`config.mk`:
```
export PLATFORM = sky130hd
export DESIGN_NAME = gam_gpio_alt_mux
export DESIGN_NICKNAME = d
export VERILOG_FILES = /design/src/rtl/gam_pkg.sv /design/src/rtl/gam_gpio_alt_mux.sv /design/src/rtl/gam_sync.sv /design/src/rtl/gam_debounce.sv
export VERILOG_INCLUDE_DIRS = /design/src /design/src/rtl
export SDC_FILE = /design/constraint.sdc
export NUM_CORES = 1
export LEC_CHECK = 0
export BUFFER_PORTS_ARGS = -buffer_cell sky130_fd_sc_hd__buf_4
export CAP_MARGIN = 30
export CORE_MARGIN = 4
export CORE_UTILIZATION = 45
export DETAILED_ROUTE_END_ITERATION = 16
export GPL_TIMING_DRIVEN = 1
export PLACE_DENSITY = 0.72
export SYNTH_ARGS = -nofsm -noshare
export SYNTH_HDL_FRONTEND = slang
export SYNTH_SLANG_ARGS = --single-unit
```
`constraint.sdc`:
```
create_clock -name pclk -period 2.15 [get_ports pclk]
set_input_delay 0.215 -clock pclk [delete_from_list [all_inputs] [get_ports pclk]]
set_output_delay 0.215 -clock pclk [all_outputs]
set_load 0.05 [all_outputs]
```
`src/rtl/gam_regs.svh`:
```
`ifndef GAM_REGS_SVH
`define GAM_REGS_SVH
`define GAM_OFS_DIR 12'h000
`define GAM_OFS_OUT 12'h004
`define GAM_OFS_DRV 12'h008
`define GAM_OFS_PU 12'h00c
`define GAM_OFS_PD 12'h010
`define GAM_OFS_AME 12'h014
`define GAM_OFS_DBNC 12'h018
`define GAM_OFS_EDGE 12'h01c
`define GAM_OFS_IN 12'h020
`define GAM_OFS_FLAG 12'h024
`define GAM_OFS_MASK 12'h028
`define GAM_OFS_ALT 12'h02c
`define GAM_RST_DIR 8'hff
`define GAM_RST_ZERO 8'h00
`define GAM_RST_MASK 1'b1
`define GAM_DB_T0_US 0
`define GAM_DB_T1_US 8
`define GAM_DB_T2_US 16
`define GAM_DB_T3_US 32
`define GAM_CLK_MHZ 100
`define GAM_PIN_REF 7
`define GAM_PIN_LPM 0
`define GAM_PIN_CLK 4
`define GAM_PIN_DVS0 5
`define GAM_PIN_DVS1 6
`endif

```
`src/rtl/gam_pkg.sv`:
```
package gam_pkg;
  typedef enum logic [1:0] {GAM_EDGE_NONE, GAM_EDGE_RISE, GAM_EDGE_FALL, GAM_EDGE_BOTH} gam_edge_t;
  typedef enum logic [1:0] {GAM_DB_0, GAM_DB_1, GAM_DB_2, GAM_DB_3} gam_dbnc_t;
endpackage

```
`src/rtl/gam_gpio_alt_mux.sv`:
```
// Behaviour
// RULE1 - Each of eight pins has an alternate function, chosen by its enable bit.
// RULE2 - Alternate function may override pin direction and driven level.
// RULE3 - Debounce and edge interrupt selections stay effective in alternate mode.
// RULE4 - Pin seven reference mode: drivers off, input ignored, no interrupts.
// RULE5 - Software should clear pin seven pulls in reference mode.
// RULE6 - Pin zero alternate: low-power control input, polarity set by direction bit.
// RULE7 - Pins one to three alternate: sequencer drives level; drive type selects style.
// RULE8 - Pin four alternate: slow clock out, push-pull or open-drain per drive type.
// RULE9 - Pin five alternate: buck zero voltage scaling select, with polarity and debounce.
// RULE10 - Pin six alternate: buck one voltage scaling select, with polarity and debounce.
// RULE11 - Pin seven alternate: presents buffered reference; other fields zero.
// RULE12 - General output push-pull or open-drain; direction 0 output, 1 input.
// RULE13 - General input: hi-z, pull-down or pull-up, with debounced interrupt detection.
// RULE14 - Selected edge sets pin flag and group flag; interrupt out unless masked.
// RULE15 - Inputs are synchronised before debounce and edge detection.
// RULE16 - Without alternate mode, pin follows only general settings.
//
// Implementation choices: the register addresses and register access over APB.
`timescale 1ns/1ns
`include "gam_regs.svh"
module gam_gpio_alt_mux import gam_pkg::*; #(
  parameter int NPIN = 8,
  parameter int DB_CNT_W = 12
) (
  input wire logic pclk,
  input wire logic presetn,
  input wire logic psel,
  input wire logic penable,
  input wire logic pwrite,
  input wire logic [11:0] paddr,
  input wire logic [31:0] pwdata,
  output logic [31:0] prdata,
  output logic pready,
  output logic pslverr,
  input wire logic [NPIN-1:0] pin_in,
  output logic [NPIN-1:0] pin_out,
  output logic [NPIN-1:0] pin_oe,
  output logic [NPIN-1:0] pullup_enable,
  output logic [NPIN-1:0] pulldown_enable,
  output logic reference_enable,
  input wire logic [2:0] power_sequencer,
  input wire logic slow_clock_out,
  output logic low_power_request,
  output logic buck_zero_voltage_scaling_select,
  output logic buck_one_voltage_scaling_select,
  output logic irq_out_n
);
  logic [NPIN-1:0] pin_direction_r, pin_direction_nxt;
  logic [NPIN-1:0] output_level_r, output_level_nxt;
  logic [NPIN-1:0] drive_type_r, drive_type_nxt;
  logic [NPIN-1:0] pullup_r, pullup_nxt;
  logic [NPIN-1:0] pulldown_r, pulldown_nxt;
  logic [NPIN-1:0] alt_function_enable_r, alt_function_enable_nxt;
  logic [2*NPIN-1:0] debounce_select_r, debounce_select_nxt;
  logic [2*NPIN-1:0] edge_irq_select_r, edge_irq_select_nxt;
  logic [NPIN-1:0] pin_edge_flag_r, pin_edge_flag_nxt;
  logic pin_group_irq_mask_r, pin_group_irq_mask_nxt;
  logic [NPIN-1:0] prev_r, prev_nxt;
  logic [NPIN-1:0] sync_lvl;
  logic [NPIN-1:0] input_level;
  logic [NPIN-1:0] edge_hit;
  logic [NPIN-1:0] drive_val;
  logic [NPIN-1:0] drive_en;
  logic [NPIN-1:0] pp_mode;
  logic [NPIN-1:0] is_out;
  logic wr_en;
  logic [31:0] rd_mux;

  gam_sync #(.WIDTH(NPIN)) u_sync (
    .pclk(pclk),
    .presetn(presetn),
    .async_in(pin_in),
    .sync_out(sync_lvl)
  ); // see RULE15

  genvar g;
  generate
    for (g = 0; g < NPIN; g++) begin : g_pin
      logic deb;
      logic rise;
      logic fall;
      gam_debounce #(.CNT_W(DB_CNT_W)) u_db (
        .pclk(pclk),
        .presetn(presetn),
        .level_in(sync_lvl[g]),
        .dbnc_sel(debounce_select_r[2*g+1:2*g]),
        .level_out(deb)
      ); // see RULE3
      // Reference mode gates the input buffer off
      if (g == `GAM_PIN_REF) begin : g_ref
        assign input_level[g] = deb & ~alt_function_enable_r[g]; // see RULE4
      end else begin : g_norm
        assign input_level[g] = deb;
      end
      assign rise = input_level[g] & ~prev_r[g];
      assign fall = ~input_level[g] & prev_r[g];
      // Edge selection applies in both general and alternate mode
      assign edge_hit[g] = (edge_irq_select_r[2*g] & rise) | (edge_irq_select_r[2*g+1] & fall); // see RULE3
      // Output drive: alternate sources replace the level bit on pins 1..4
      if (g >= 1 && g <= 3) begin : g_seq
        assign drive_val[g] = alt_function_enable_r[g] ? power_sequencer[g-1] : output_level_r[g]; // see RULE7
        assign is_out[g] = alt_function_enable_r[g] | ~pin_direction_r[g]; // see RULE2
      end else if (g == `GAM_PIN_CLK) begin : g_clk
        assign drive_val[g] = alt_function_enable_r[g] ? slow_clock_out : output_level_r[g]; // see RULE8
        assign is_out[g] = alt_function_enable_r[g] | ~pin_direction_r[g];
      end else begin : g_in
        // Alternate here is an input or the reference: drivers forced off
        assign drive_val[g] = output_level_r[g];
        assign is_out[g] = ~alt_function_enable_r[g] & ~pin_direction_r[g]; // see RULE16
      end
      assign pp_mode[g] = drive_type_r[g]; // see RULE12
      // Open-drain only ever pulls low
      assign drive_en[g] = is_out[g] & (pp_mode[g] | ~drive_val[g]);
    end
  endgenerate

  assign pin_out = drive_val & pp_mode;
  assign pin_oe = drive_en;
  // Pulls follow software; pin 7 pulls are left to software to clear
  assign pullup_enable = pullup_r; // see RULE13
  assign pulldown_enable = pulldown_r;
  assign reference_enable = alt_function_enable_r[`GAM_PIN_REF]; // see RULE11

  // Polarity: direction 0 means active-low, 1 active-high
  always_comb begin
    low_power_request = alt_function_enable_r[`GAM_PIN_LPM] &
      (input_level[`GAM_PIN_LPM] ~^ pin_direction_r[`GAM_PIN_LPM]); // see RULE6
    buck_zero_voltage_scaling_select = alt_function_enable_r[`GAM_PIN_DVS0] &
      (input_level[`GAM_PIN_DVS0] ~^ pin_direction_r[`GAM_PIN_DVS0]); // see RULE9
    buck_one_voltage_scaling_select = alt_function_enable_r[`GAM_PIN_DVS1] &
      (input_level[`GAM_PIN_DVS1] ~^ pin_direction_r[`GAM_PIN_DVS1]); // see RULE10
  end

  assign wr_en = psel & penable & pwrite;
  assign pready = 1'b1;

  always_comb begin
    pslverr = 1'b0;
    unique case (paddr)
      `GAM_OFS_DIR: rd_mux = {24'h000000, pin_direction_r};
      `GAM_OFS_OUT: rd_mux = {24'h000000, output_level_r};
      `GAM_OFS_DRV: rd_mux = {24'h000000, drive_type_r};
      `GAM_OFS_PU: rd_mux = {24'h000000, pullup_r};
      `GAM_OFS_PD: rd_mux = {24'h000000, pulldown_r};
      `GAM_OFS_AME: rd_mux = {24'h000000, alt_function_enable_r};
      `GAM_OFS_DBNC: rd_mux = {16'h0000, debounce_select_r};
      `GAM_OFS_EDGE: rd_mux = {16'h0000, edge_irq_select_r};
      `GAM_OFS_IN: rd_mux = {24'h000000, input_level};
      `GAM_OFS_FLAG: rd_mux = {23'h000000, |(pin_edge_flag_r), pin_edge_flag_r};
      `GAM_OFS_MASK: rd_mux = {31'h00000000, pin_group_irq_mask_r};
      `GAM_OFS_ALT: rd_mux = {29'h00000000, buck_one_voltage_scaling_select,
        buck_zero_voltage_scaling_select, low_power_request};
      default: begin
        rd_mux = 32'h00000000;
        pslverr = psel & penable;
      end
    endcase
  end

  always_comb begin
    pin_direction_nxt = pin_direction_r;
    output_level_nxt = output_level_r;
    drive_type_nxt = drive_type_r;
    pullup_nxt = pullup_r;
    pulldown_nxt = pulldown_r;
    alt_function_enable_nxt = alt_function_enable_r;
    debounce_select_nxt = debounce_select_r;
    edge_irq_select_nxt = edge_irq_select_r;
    pin_group_irq_mask_nxt = pin_group_irq_mask_r;
    pin_edge_flag_nxt = pin_edge_flag_r;
    prev_nxt = input_level;
    if (wr_en) begin
      unique case (paddr)
        `GAM_OFS_DIR: pin_direction_nxt = pwdata[NPIN-1:0];
        `GAM_OFS_OUT: output_level_nxt = pwdata[NPIN-1:0];
        `GAM_OFS_DRV: drive_type_nxt = pwdata[NPIN-1:0];
        `GAM_OFS_PU: pullup_nxt = pwdata[NPIN-1:0];
        `GAM_OFS_PD: pulldown_nxt = pwdata[NPIN-1:0];
        `GAM_OFS_AME: alt_function_enable_nxt = pwdata[NPIN-1:0]; // see RULE1
        `GAM_OFS_DBNC: debounce_select_nxt = pwdata[2*NPIN-1:0];
        `GAM_OFS_EDGE: edge_irq_select_nxt = pwdata[2*NPIN-1:0];
        `GAM_OFS_FLAG: pin_edge_flag_nxt = pin_edge_flag_r & ~pwdata[NPIN-1:0];
        `GAM_OFS_MASK: pin_group_irq_mask_nxt = pwdata[0];
        default: ;
      endcase
    end
    // Set beats a same-cycle write-one clear; pin 7 never flags in reference mode
    pin_edge_flag_nxt = pin_edge_flag_nxt | (edge_hit &
      ~(NPIN'(alt_function_enable_r[`GAM_PIN_REF]) << `GAM_PIN_REF)); // see RULE14, see RULE4
  end

  always_ff @(posedge pclk or negedge presetn) begin
    if (!presetn) begin
      pin_direction_r <= `GAM_RST_DIR;
      output_level_r <= `GAM_RST_ZERO;
      drive_type_r <= `GAM_RST_ZERO;
      pullup_r <= `GAM_RST_ZERO;
      pulldown_r <= `GAM_RST_ZERO;
      alt_function_enable_r <= `GAM_RST_ZERO;
      debounce_select_r <= '0;
      edge_irq_select_r <= '0;
      pin_edge_flag_r <= '0;
      pin_group_irq_mask_r <= `GAM_RST_MASK;
      prev_r <= '0;
      prdata <= 32'h00000000;
    end else begin
      pin_direction_r <= pin_direction_nxt;
      output_level_r <= output_level_nxt;
      drive_type_r <= drive_type_nxt;
      pullup_r <= pullup_nxt;
      pulldown_r <= pulldown_nxt;
      alt_function_enable_r <= alt_function_enable_nxt;
      debounce_select_r <= debounce_select_nxt;
      edge_irq_select_r <= edge_irq_select_nxt;
      pin_edge_flag_r <= pin_edge_flag_nxt;
      pin_group_irq_mask_r <= pin_group_irq_mask_nxt;
      prev_r <= prev_nxt;
      // Data registered at setup so it is valid during access
      prdata <= (psel & ~penable & ~pwrite) ? rd_mux : prdata;
    end
  end

  assign irq_out_n = ~(|pin_edge_flag_r & ~pin_group_irq_mask_r); // see RULE14
endmodule

```
`src/rtl/gam_sync.sv`:
```
`timescale 1ns/1ns
module gam_sync import gam_pkg::*; #(
  parameter int WIDTH = 8
) (
  input wire logic pclk,
  input wire logic presetn,
  input wire logic [WIDTH-1:0] async_in,
  output logic [WIDTH-1:0] sync_out
);
  logic [WIDTH-1:0] meta_r;
  logic [WIDTH-1:0] meta_nxt;
  logic [WIDTH-1:0] sync_r;
  logic [WIDTH-1:0] sync_nxt;
  always_comb begin
    meta_nxt = async_in;
    sync_nxt = meta_r;
  end
  always_ff @(posedge pclk or negedge presetn) begin
    if (!presetn) begin
      meta_r <= '0;
      sync_r <= '0;
    end else begin
      meta_r <= meta_nxt;
      sync_r <= sync_nxt;
    end
  end
  assign sync_out = sync_r;
endmodule

```
`src/rtl/gam_debounce.sv`:
```
`timescale 1ns/1ns
`include "gam_regs.svh"
module gam_debounce import gam_pkg::*; #(
  parameter int CNT_W = 12
) (
  input wire logic pclk,
  input wire logic presetn,
  input wire logic level_in,
  input wire logic [1:0] dbnc_sel,
  output logic level_out
);
  localparam logic [CNT_W-1:0] CYC1 = CNT_W'(`GAM_DB_T1_US * `GAM_CLK_MHZ);
  localparam logic [CNT_W-1:0] CYC2 = CNT_W'(`GAM_DB_T2_US * `GAM_CLK_MHZ);
  localparam logic [CNT_W-1:0] CYC3 = CNT_W'(`GAM_DB_T3_US * `GAM_CLK_MHZ);
  logic [CNT_W-1:0] cnt_r;
  logic [CNT_W-1:0] cnt_nxt;
  logic lvl_r;
  logic lvl_nxt;
  logic [CNT_W-1:0] limit;
  always_comb begin
    unique case (gam_dbnc_t'(dbnc_sel))
      GAM_DB_0: limit = '0;
      GAM_DB_1: limit = CYC1;
      GAM_DB_2: limit = CYC2;
      GAM_DB_3: limit = CYC3;
    endcase
    cnt_nxt = '0;
    lvl_nxt = lvl_r;
    // New level must hold for the whole window before it is taken
    if (level_in != lvl_r) begin
      if (cnt_r >= limit) begin
        lvl_nxt = level_in;
      end else begin
        cnt_nxt = cnt_r + CNT_W'(1);
      end
    end
  end
  always_ff @(posedge pclk or negedge presetn) begin
    if (!presetn) begin
      cnt_r <= '0;
      lvl_r <= 1'b0;
    end else begin
      cnt_r <= cnt_nxt;
      lvl_r <= lvl_nxt;
    end
  end
  assign level_out = lvl_r;
endmodule

```
== Word level (Yosys, flattened, before mapping) ==
Index checks and enable logic that the tools add are counted.
Storage, ports and cells
  output and inout port bits: 71
  register bits: 249
Operators by class
  equal/unequal tests: 43
  magnitude comparators: 8
  $add $sub $neg: 8
  reduce and logical (&&, ||, !) cells: 28
  bitwise logic cells: 122
  mux-type cells: 32
Operators with widths (count)
  one-hot mux 12 bit (4 select lines): 8
  2-to-1 mux 12 bit: 16
  one-hot mux 16 bit (12 select lines): 1
  adder 12 x 1 -> 12 bit, second input constant: 8
  >= comparator 12 bit: 8
  bitwise AND 1 bit: 53
  equality test 12 x 5 -> 1 bit, second input constant: 4
  equality test 12 x 6 -> 1 bit, second input constant: 4
  NOT 1 bit: 40
  AND reduction 2 bit: 17
  equality test 2 bit, second input constant: 16
  bitwise AND 8 bit: 3
  equality test 12 x 4 -> 1 bit, second input constant: 2
  bitwise OR 1 bit: 20
  equality test 2 x 1 -> 1 bit, second input constant: 8
  zero test 2 bit: 8
  2-to-1 mux 8 bit: 2
  NOT 8 bit: 2
  equality test 12 x 3 -> 1 bit, second input constant: 1
  zero test 12 bit: 1
  OR reduction 12 bit: 1
  inequality test 1 bit: 8
  bitwise OR 8 bit: 1
  OR reduction 8 bit: 1
  other kinds (2): 8

== Logic depth before layout (Yosys ltp) ==
  depth in word-level cells: 8
  mapped depth: 10

== Cells and area by module ==
From an unflattened synthesis, not the netlist that was laid out.
Second synthesis, totals
  cell total of the unflattened synthesis: 1250
  area total of the unflattened synthesis: 13787.0 um^2
By module, submodules not included
  gam_gpio_alt_mux: seq. area each 2839.0 um^2, times used 1, area an instance 5784.3 um^2, cells an instance 498
  gam_debounce at g_pin[2].u_db ...: seq. area each 325.3 um^2, times used 5, area an instance 948.4 um^2, cells an instance 92
  gam_debounce at g_pin[0].u_db ...: seq. area each 325.3 um^2, times used 3, area an instance 953.4 um^2, cells an instance 92
  gam_sync: seq. area each 400.4 um^2, times used 1, area an instance 400.4 um^2, cells an instance 16

== Worst setup path before layout ==
No wires, ideal clock.
  path type: register to register
  start: reg debounce_select_r[6]
  end: reg g_pin[3].u_db.cnt_r[10]
  arrival time: 1.945 ns
  path buffers: 1
  setup slack: 0.073 ns
  stages on the path, launching flop included: 11
  cells stage by stage: dfrtp_1 -> inv_1 -> ha_1 -> inv_1 -> ha_1 -> nor4b_1 -> a221o_1 -> a21oi_1 -> o211ai_1 -> clkbuf_1 -> nor2_1
On the way
  longest elaborated chain between the ends: 5
  elaborated cells between the ends (all ways): 8
  those cells by class: order compare: 1; eq/ne: 3; mux: 3; reduce/logical: 1
RTL lines
  from (decl): RTL line gam_gpio_alt_mux.sv:55  | logic [2*NPIN-1:0] debounce_select_r, debounce_select_nxt;
  from (signal assigned): RTL line gam_gpio_alt_mux.sv:214  | debounce_select_r <= debounce_select_nxt;
  equality test 2 bit (tied with other cells): RTL line gam_debounce.sv:21  | unique case (gam_dbnc_t'(dbnc_sel))
  one-hot mux 12 bit (4 select lines) (*): RTL line gam_debounce.sv:21
  >= comparator 12 bit (*): RTL line gam_debounce.sv:31  | if (cnt_r >= limit) begin
  2-to-1 mux 12 bit (*): RTL line gam_debounce.sv:31
  2-to-1 mux 12 bit (*): RTL line gam_debounce.sv:30  | if (level_in != lvl_r) begin
  named net g_pin[3].u_db.cnt_nxt[10]: RTL line gam_debounce.sv:16  | logic [CNT_W-1:0] cnt_nxt;
  to (signal assigned): RTL line gam_debounce.sv:43  | cnt_r <= cnt_nxt;
  to (decl): RTL line gam_debounce.sv:15  | logic [CNT_W-1:0] cnt_r;
The timed path passes the listed nets; every way through them passes the cells marked *. The select of a mux whose other input is x is not followed.
A chain may end at the register's enable or synchronous reset.

== Worst setup path after layout ==
  start: reg debounce_select_r[2]
  end: reg g_pin[1].u_db.cnt_r[10]
On the way
  longest elaborated chain between the ends: 5
  elaborated cells between the ends (all ways): 8
  those cells by class: order compare: 1; eq/ne: 3; mux: 3; reduce/logical: 1
RTL lines (RTL line)
  equality test 2 bit (tied with other cells): gam_debounce.sv:21
  one-hot mux 12 bit (4 select lines) (*): gam_debounce.sv:21
  >= comparator 12 bit (*): gam_debounce.sv:31
  2-to-1 mux 12 bit (*): gam_debounce.sv:31
  2-to-1 mux 12 bit (*): gam_debounce.sv:30
  named net g_pin[1].u_db.cnt_nxt[10]: gam_debounce.sv:16
  to (signal assigned): gam_debounce.sv:43
  to (decl): gam_debounce.sv:15
Marks and branches as above.

==> impl_metrics.env <==
export IMPL_die_y_microns=175.3
export IMPL_cp_start_kind="flip-flop"
export IMPL_max_freq_ghz=0.4728
export IMPL_clkTransAtPathRegs_ns=0.06
export IMPL_grt_start_max_net_pins=61
export IMPL_cts_sinks=233
export IMPL_relSlewSlack=0.6010
export IMPL_die_area_sq_um=30720
export IMPL_n_fill_cell=2273
export IMPL_min_period_over_period=0.9837
export IMPL_clock_skew_ns=0.009003
export IMPL_grt_pass1_wl_mm=49.72
export IMPL_cp_required_ns=2.61
export IMPL_place_inst=1659
export IMPL_p_per_area_nw_per_um2=613.8
export IMPL_multi_input_area_sq_um=6665
export IMPL_wl_per_cell_microns=18.07
export IMPL_setup_viol_count_final=0
export IMPL_dr_first_iter_drc_count=603
export IMPL_maxCapViolations=0
export IMPL_gr_usage_all_layers=0.1974
export IMPL_numCtsBuffers=26
export IMPL_status="complete, no violations"
export IMPL_layout_commonest_cell="dfrtp_1"
export IMPL_yosys_register_bits=233
export IMPL_grt_pass1_vias=9391
export IMPL_vias_per_cell=5.348
export IMPL_cp_arrival_ns=2.57
export IMPL_fin_nets=1511
export IMPL_antenna_found_initial=2
export IMPL_power_frac_seq=0.455
export IMPL_min_path_type="in2reg"
export IMPL_port_buffers=98
export IMPL_syn2layout_area_growth_pct=26.55
export IMPL_cts_max_level=1
export IMPL_core_area_sq_um=27250
export IMPL_clkPwrFrac=0.497
export IMPL_synth_cell_types=66
export IMPL_min_period_ns=2.115
export IMPL_switching_power_w=0.002109
export IMPL_synth_ff_type="dfrtp_1"
export IMPL_clockBufferDepth=3
export IMPL_drc_errors=0
export IMPL_io_pins=132
export IMPL_start_util=0.4621
export IMPL_final_max_slew_viol_count=0
export IMPL_p_leak_nw=7.242
export IMPL_clk_latency_ns=0.53
export IMPL_avgSynthCellArea_sq_um=10.93
export IMPL_ys_seq_area_frac=0.4639
export IMPL_grt_overflow=0
export IMPL_hpwl_mm=22.40
export IMPL_final_layout_size_suffix_gt1_frac=0.3108
export IMPL_rsz0062_at_grt="true"
export IMPL_die_w_microns=175.3
export IMPL_final_cell_mix="dfrtp_1, buf_4, inv_1"
export IMPL_final_cell_count_no_fill=1747
export IMPL_cp_max_fo=6
export IMPL_rows=60
export IMPL_synth_edf_count=0
export IMPL_p_sw_frac=0.2156
export IMPL_synth_cells=1152
export IMPL_finalSetupTns_ns=0
export IMPL_async_flop_share=1.000
export IMPL_cp_end_kind="flip-flop"
export IMPL_seq_area_sq_um=5844
export IMPL_vias=9343
export IMPL_drt_total_wl_mm=31.57
export IMPL_gp_congestion=0.8863
export IMPL_ir_drop_mv=0.7048
export IMPL_root_buffer="clkbuf_16"
export IMPL_drtAntennaViolNets=0
export IMPL_ys_warn_count=0
export IMPL_combPwrFrac=0.048
export IMPL_tightestPinTransition_ns=0.5985
export IMPL_synth_cell_area_sq_um=12590
export IMPL_p_int_w=0.007674
export IMPL_critPathKind="reg2reg"
export IMPL_finalHoldViolCount=0
export IMPL_cts_tree="yes"
export IMPL_drtPass1Iterations=5
## metrics by stage
step / util / total power, W / hold WS (ns) / area (sq um) / setup slack [ns]
CTS: 0.5655 / 0.009883 / 0.03789 / 15410 / 0.003834
detailed placement: 0.5208 / 0.004960 / 0.1923 / 14190 / -0.05732
global route: 0.5848 / 0.01012 / 0.08808 / 15940 / -0.07200
finish: 0.5848 / 0.009782 / 0.08055 / 15940 / 0.03504
floorplan: - / 0.004732 / -0.08059 / 12650 / 0.07264
global placement: 0.5208 / 0.004955 / 0.1950 / 14190 / 0.01742
## critical path, stage by stage (launching register included)
cell and delay (ns):
dfrtp_1 0.42, inv_1 0.09, ha_2 0.20, inv_2 0.05
ha_4 0.21, and2_4 0.12, a221o_1 0.33, a21oi_2 0.16
o211ai_1 0.15, buf_4 0.22, nor2_4 0.10
## synthesized netlist by cell type (4+ instances only)
| library cell | instances | area (sq um) |
|---|---|---|
| a22oi_1 | 8 | 60.06 |
| nor4b_1 | 8 | 70.07 |
| dfrtp_1 | 224 | 5605 |
| and2_1 | 10 | 62.56 |
| dfstp_2 | 9 | 236.5 |
| mux2i_1 | 11 | 110.1 |
| nor2_1 | 120 | 450.4 |
| inv_1 | 92 | 345.3 |
| mux2_2 | 72 | 810.8 |
| mux4_2 | 13 | 292.8 |
| a21o_1 | 24 | 180.2 |
| xnor2_1 | 36 | 315.3 |
| a221o_1 | 8 | 80.08 |
| a32oi_1 | 4 | 35.03 |
| a21oi_1 | 26 | 130.1 |
| xor2_1 | 55 | 481.7 |
| mux2_1 | 20 | 225.2 |
| ha_1 | 96 | 1201 |
| and4_1 | 6 | 52.55 |
| clkbuf_1 | 13 | 48.80 |
| nand2b_1 | 5 | 31.28 |
| a211oi_1 | 4 | 30.03 |
| o211ai_1 | 9 | 67.56 |
| nor3_1 | 7 | 35.03 |
| nand2_1 | 56 | 210.2 |
| and2_0 | 6 | 37.54 |
| nand3b_1 | 6 | 45.04 |
| buf_4 | 17 | 127.6 |
| nand3_1 | 49 | 245.2 |
| buf_2 | 6 | 30.03 |
| and3_1 | 24 | 150.1 |
| o22a_1 | 5 | 43.79 |
| o21ai_0 | 29 | 145.1 |
| nand4_1 | 23 | 143.9 |
## area by class of cell
cell class	instances	area share
multi-input cells	801	0.4182
inverters	92	0.02167
diodes	1	0.0001570
well taps	372	0.02921
clock buffers	36	0.04577
flip-flops and latches	233	0.3667
repair buffers	200	0.1049
clock inverters	12	0.01335
## power by group through the flow
stage	registers, W	logic [W]	clock network [W]
2_1_floorplan	0.00452	0.000208	0
3_3_place_gp	0.00453	0.000424	0
3_5_place_dp	0.00453	0.000428	0
4_1_cts	0.00445	0.000467	0.00496
5_1_grt	0.00446	0.000508	0.00515
6_report	0.00445	0.000465	0.00486
## per-layer routing
layer	up-vias	GRT usage	wire, microns
met5	-	0	19
met4	2	0.05401	826
met3	61	0.03035	1554
met2	209	0.3279	15350
met1	4663	0.2712	13830
li1	4408	-	-
## cell families (layout without fill, tap and decap cells)
| kind of cell | after synthesis | in the layout | synth area share |
|---|---|---|---|
| fa+ha+maj | 96 | 96 | 0.09538 |
| xor+xnor | 91 | 91 | 0.06329 |
| simple gates | 347 | 347 | 0.1440 |
| buf+inv | 133 | 340 | 0.04650 |
| compound gates | 134 | 134 | 0.07213 |
| other cells | 2 | 18 | 0.0005963 |
| mux | 116 | 116 | 0.1143 |
| flops | 233 | 233 | 0.4639 |
## registers in the layout, summed over array words and instances (netlist names)
signal / flops
u_sync.meta_r: 8
pulldown_enable: 8
edge_irq_select_r: 16
pin_group_irq_mask_r: 1
pin_edge_flag_r: 8
alt_function_enable_r: 8
g_pin.u_db.level_out: 8
drive_type_r: 8
pin_direction_r: 8
g_pin.u_db.cnt_r: 96
output_level_r: 8
pullup_enable: 8
prev_r: 8
prdata: 16
u_sync.sync_out: 8
debounce_select_r: 16
## what timing repair did
action / in CTS / in global routing
cloned: 0 / 6
setup buffers: 1 / 7
hold endpoints to repair: 123 / 0
hold buffers: 25 / 0
pin swaps: 1 / 39
endpoints found under the setup margin: 17 / 97
gates resized for setup: 5 / 131
## path summary, 6_finish.rpt
kind	startpoint	to	slack, ns	depth (start not counted)
max in group asynchronous	presetn	pin_direction_r[4]	1.10	3
worst min-delay path	pwrite	prdata[5]	0.08	4
min in group asynchronous	presetn	g_pin[6].u_db.cnt_r[6]	0.22	2
worst min register to register	u_sync.meta_r[1]	u_sync.sync_out[1]	0.35	0
worst max register to register	debounce_select_r[2]	g_pin[1].u_db.cnt_r[10]	0.04	10
worst max-delay path	debounce_select_r[2]	g_pin[1].u_db.cnt_r[10]	0.04	10
Power figures use the tool's default switching activity.
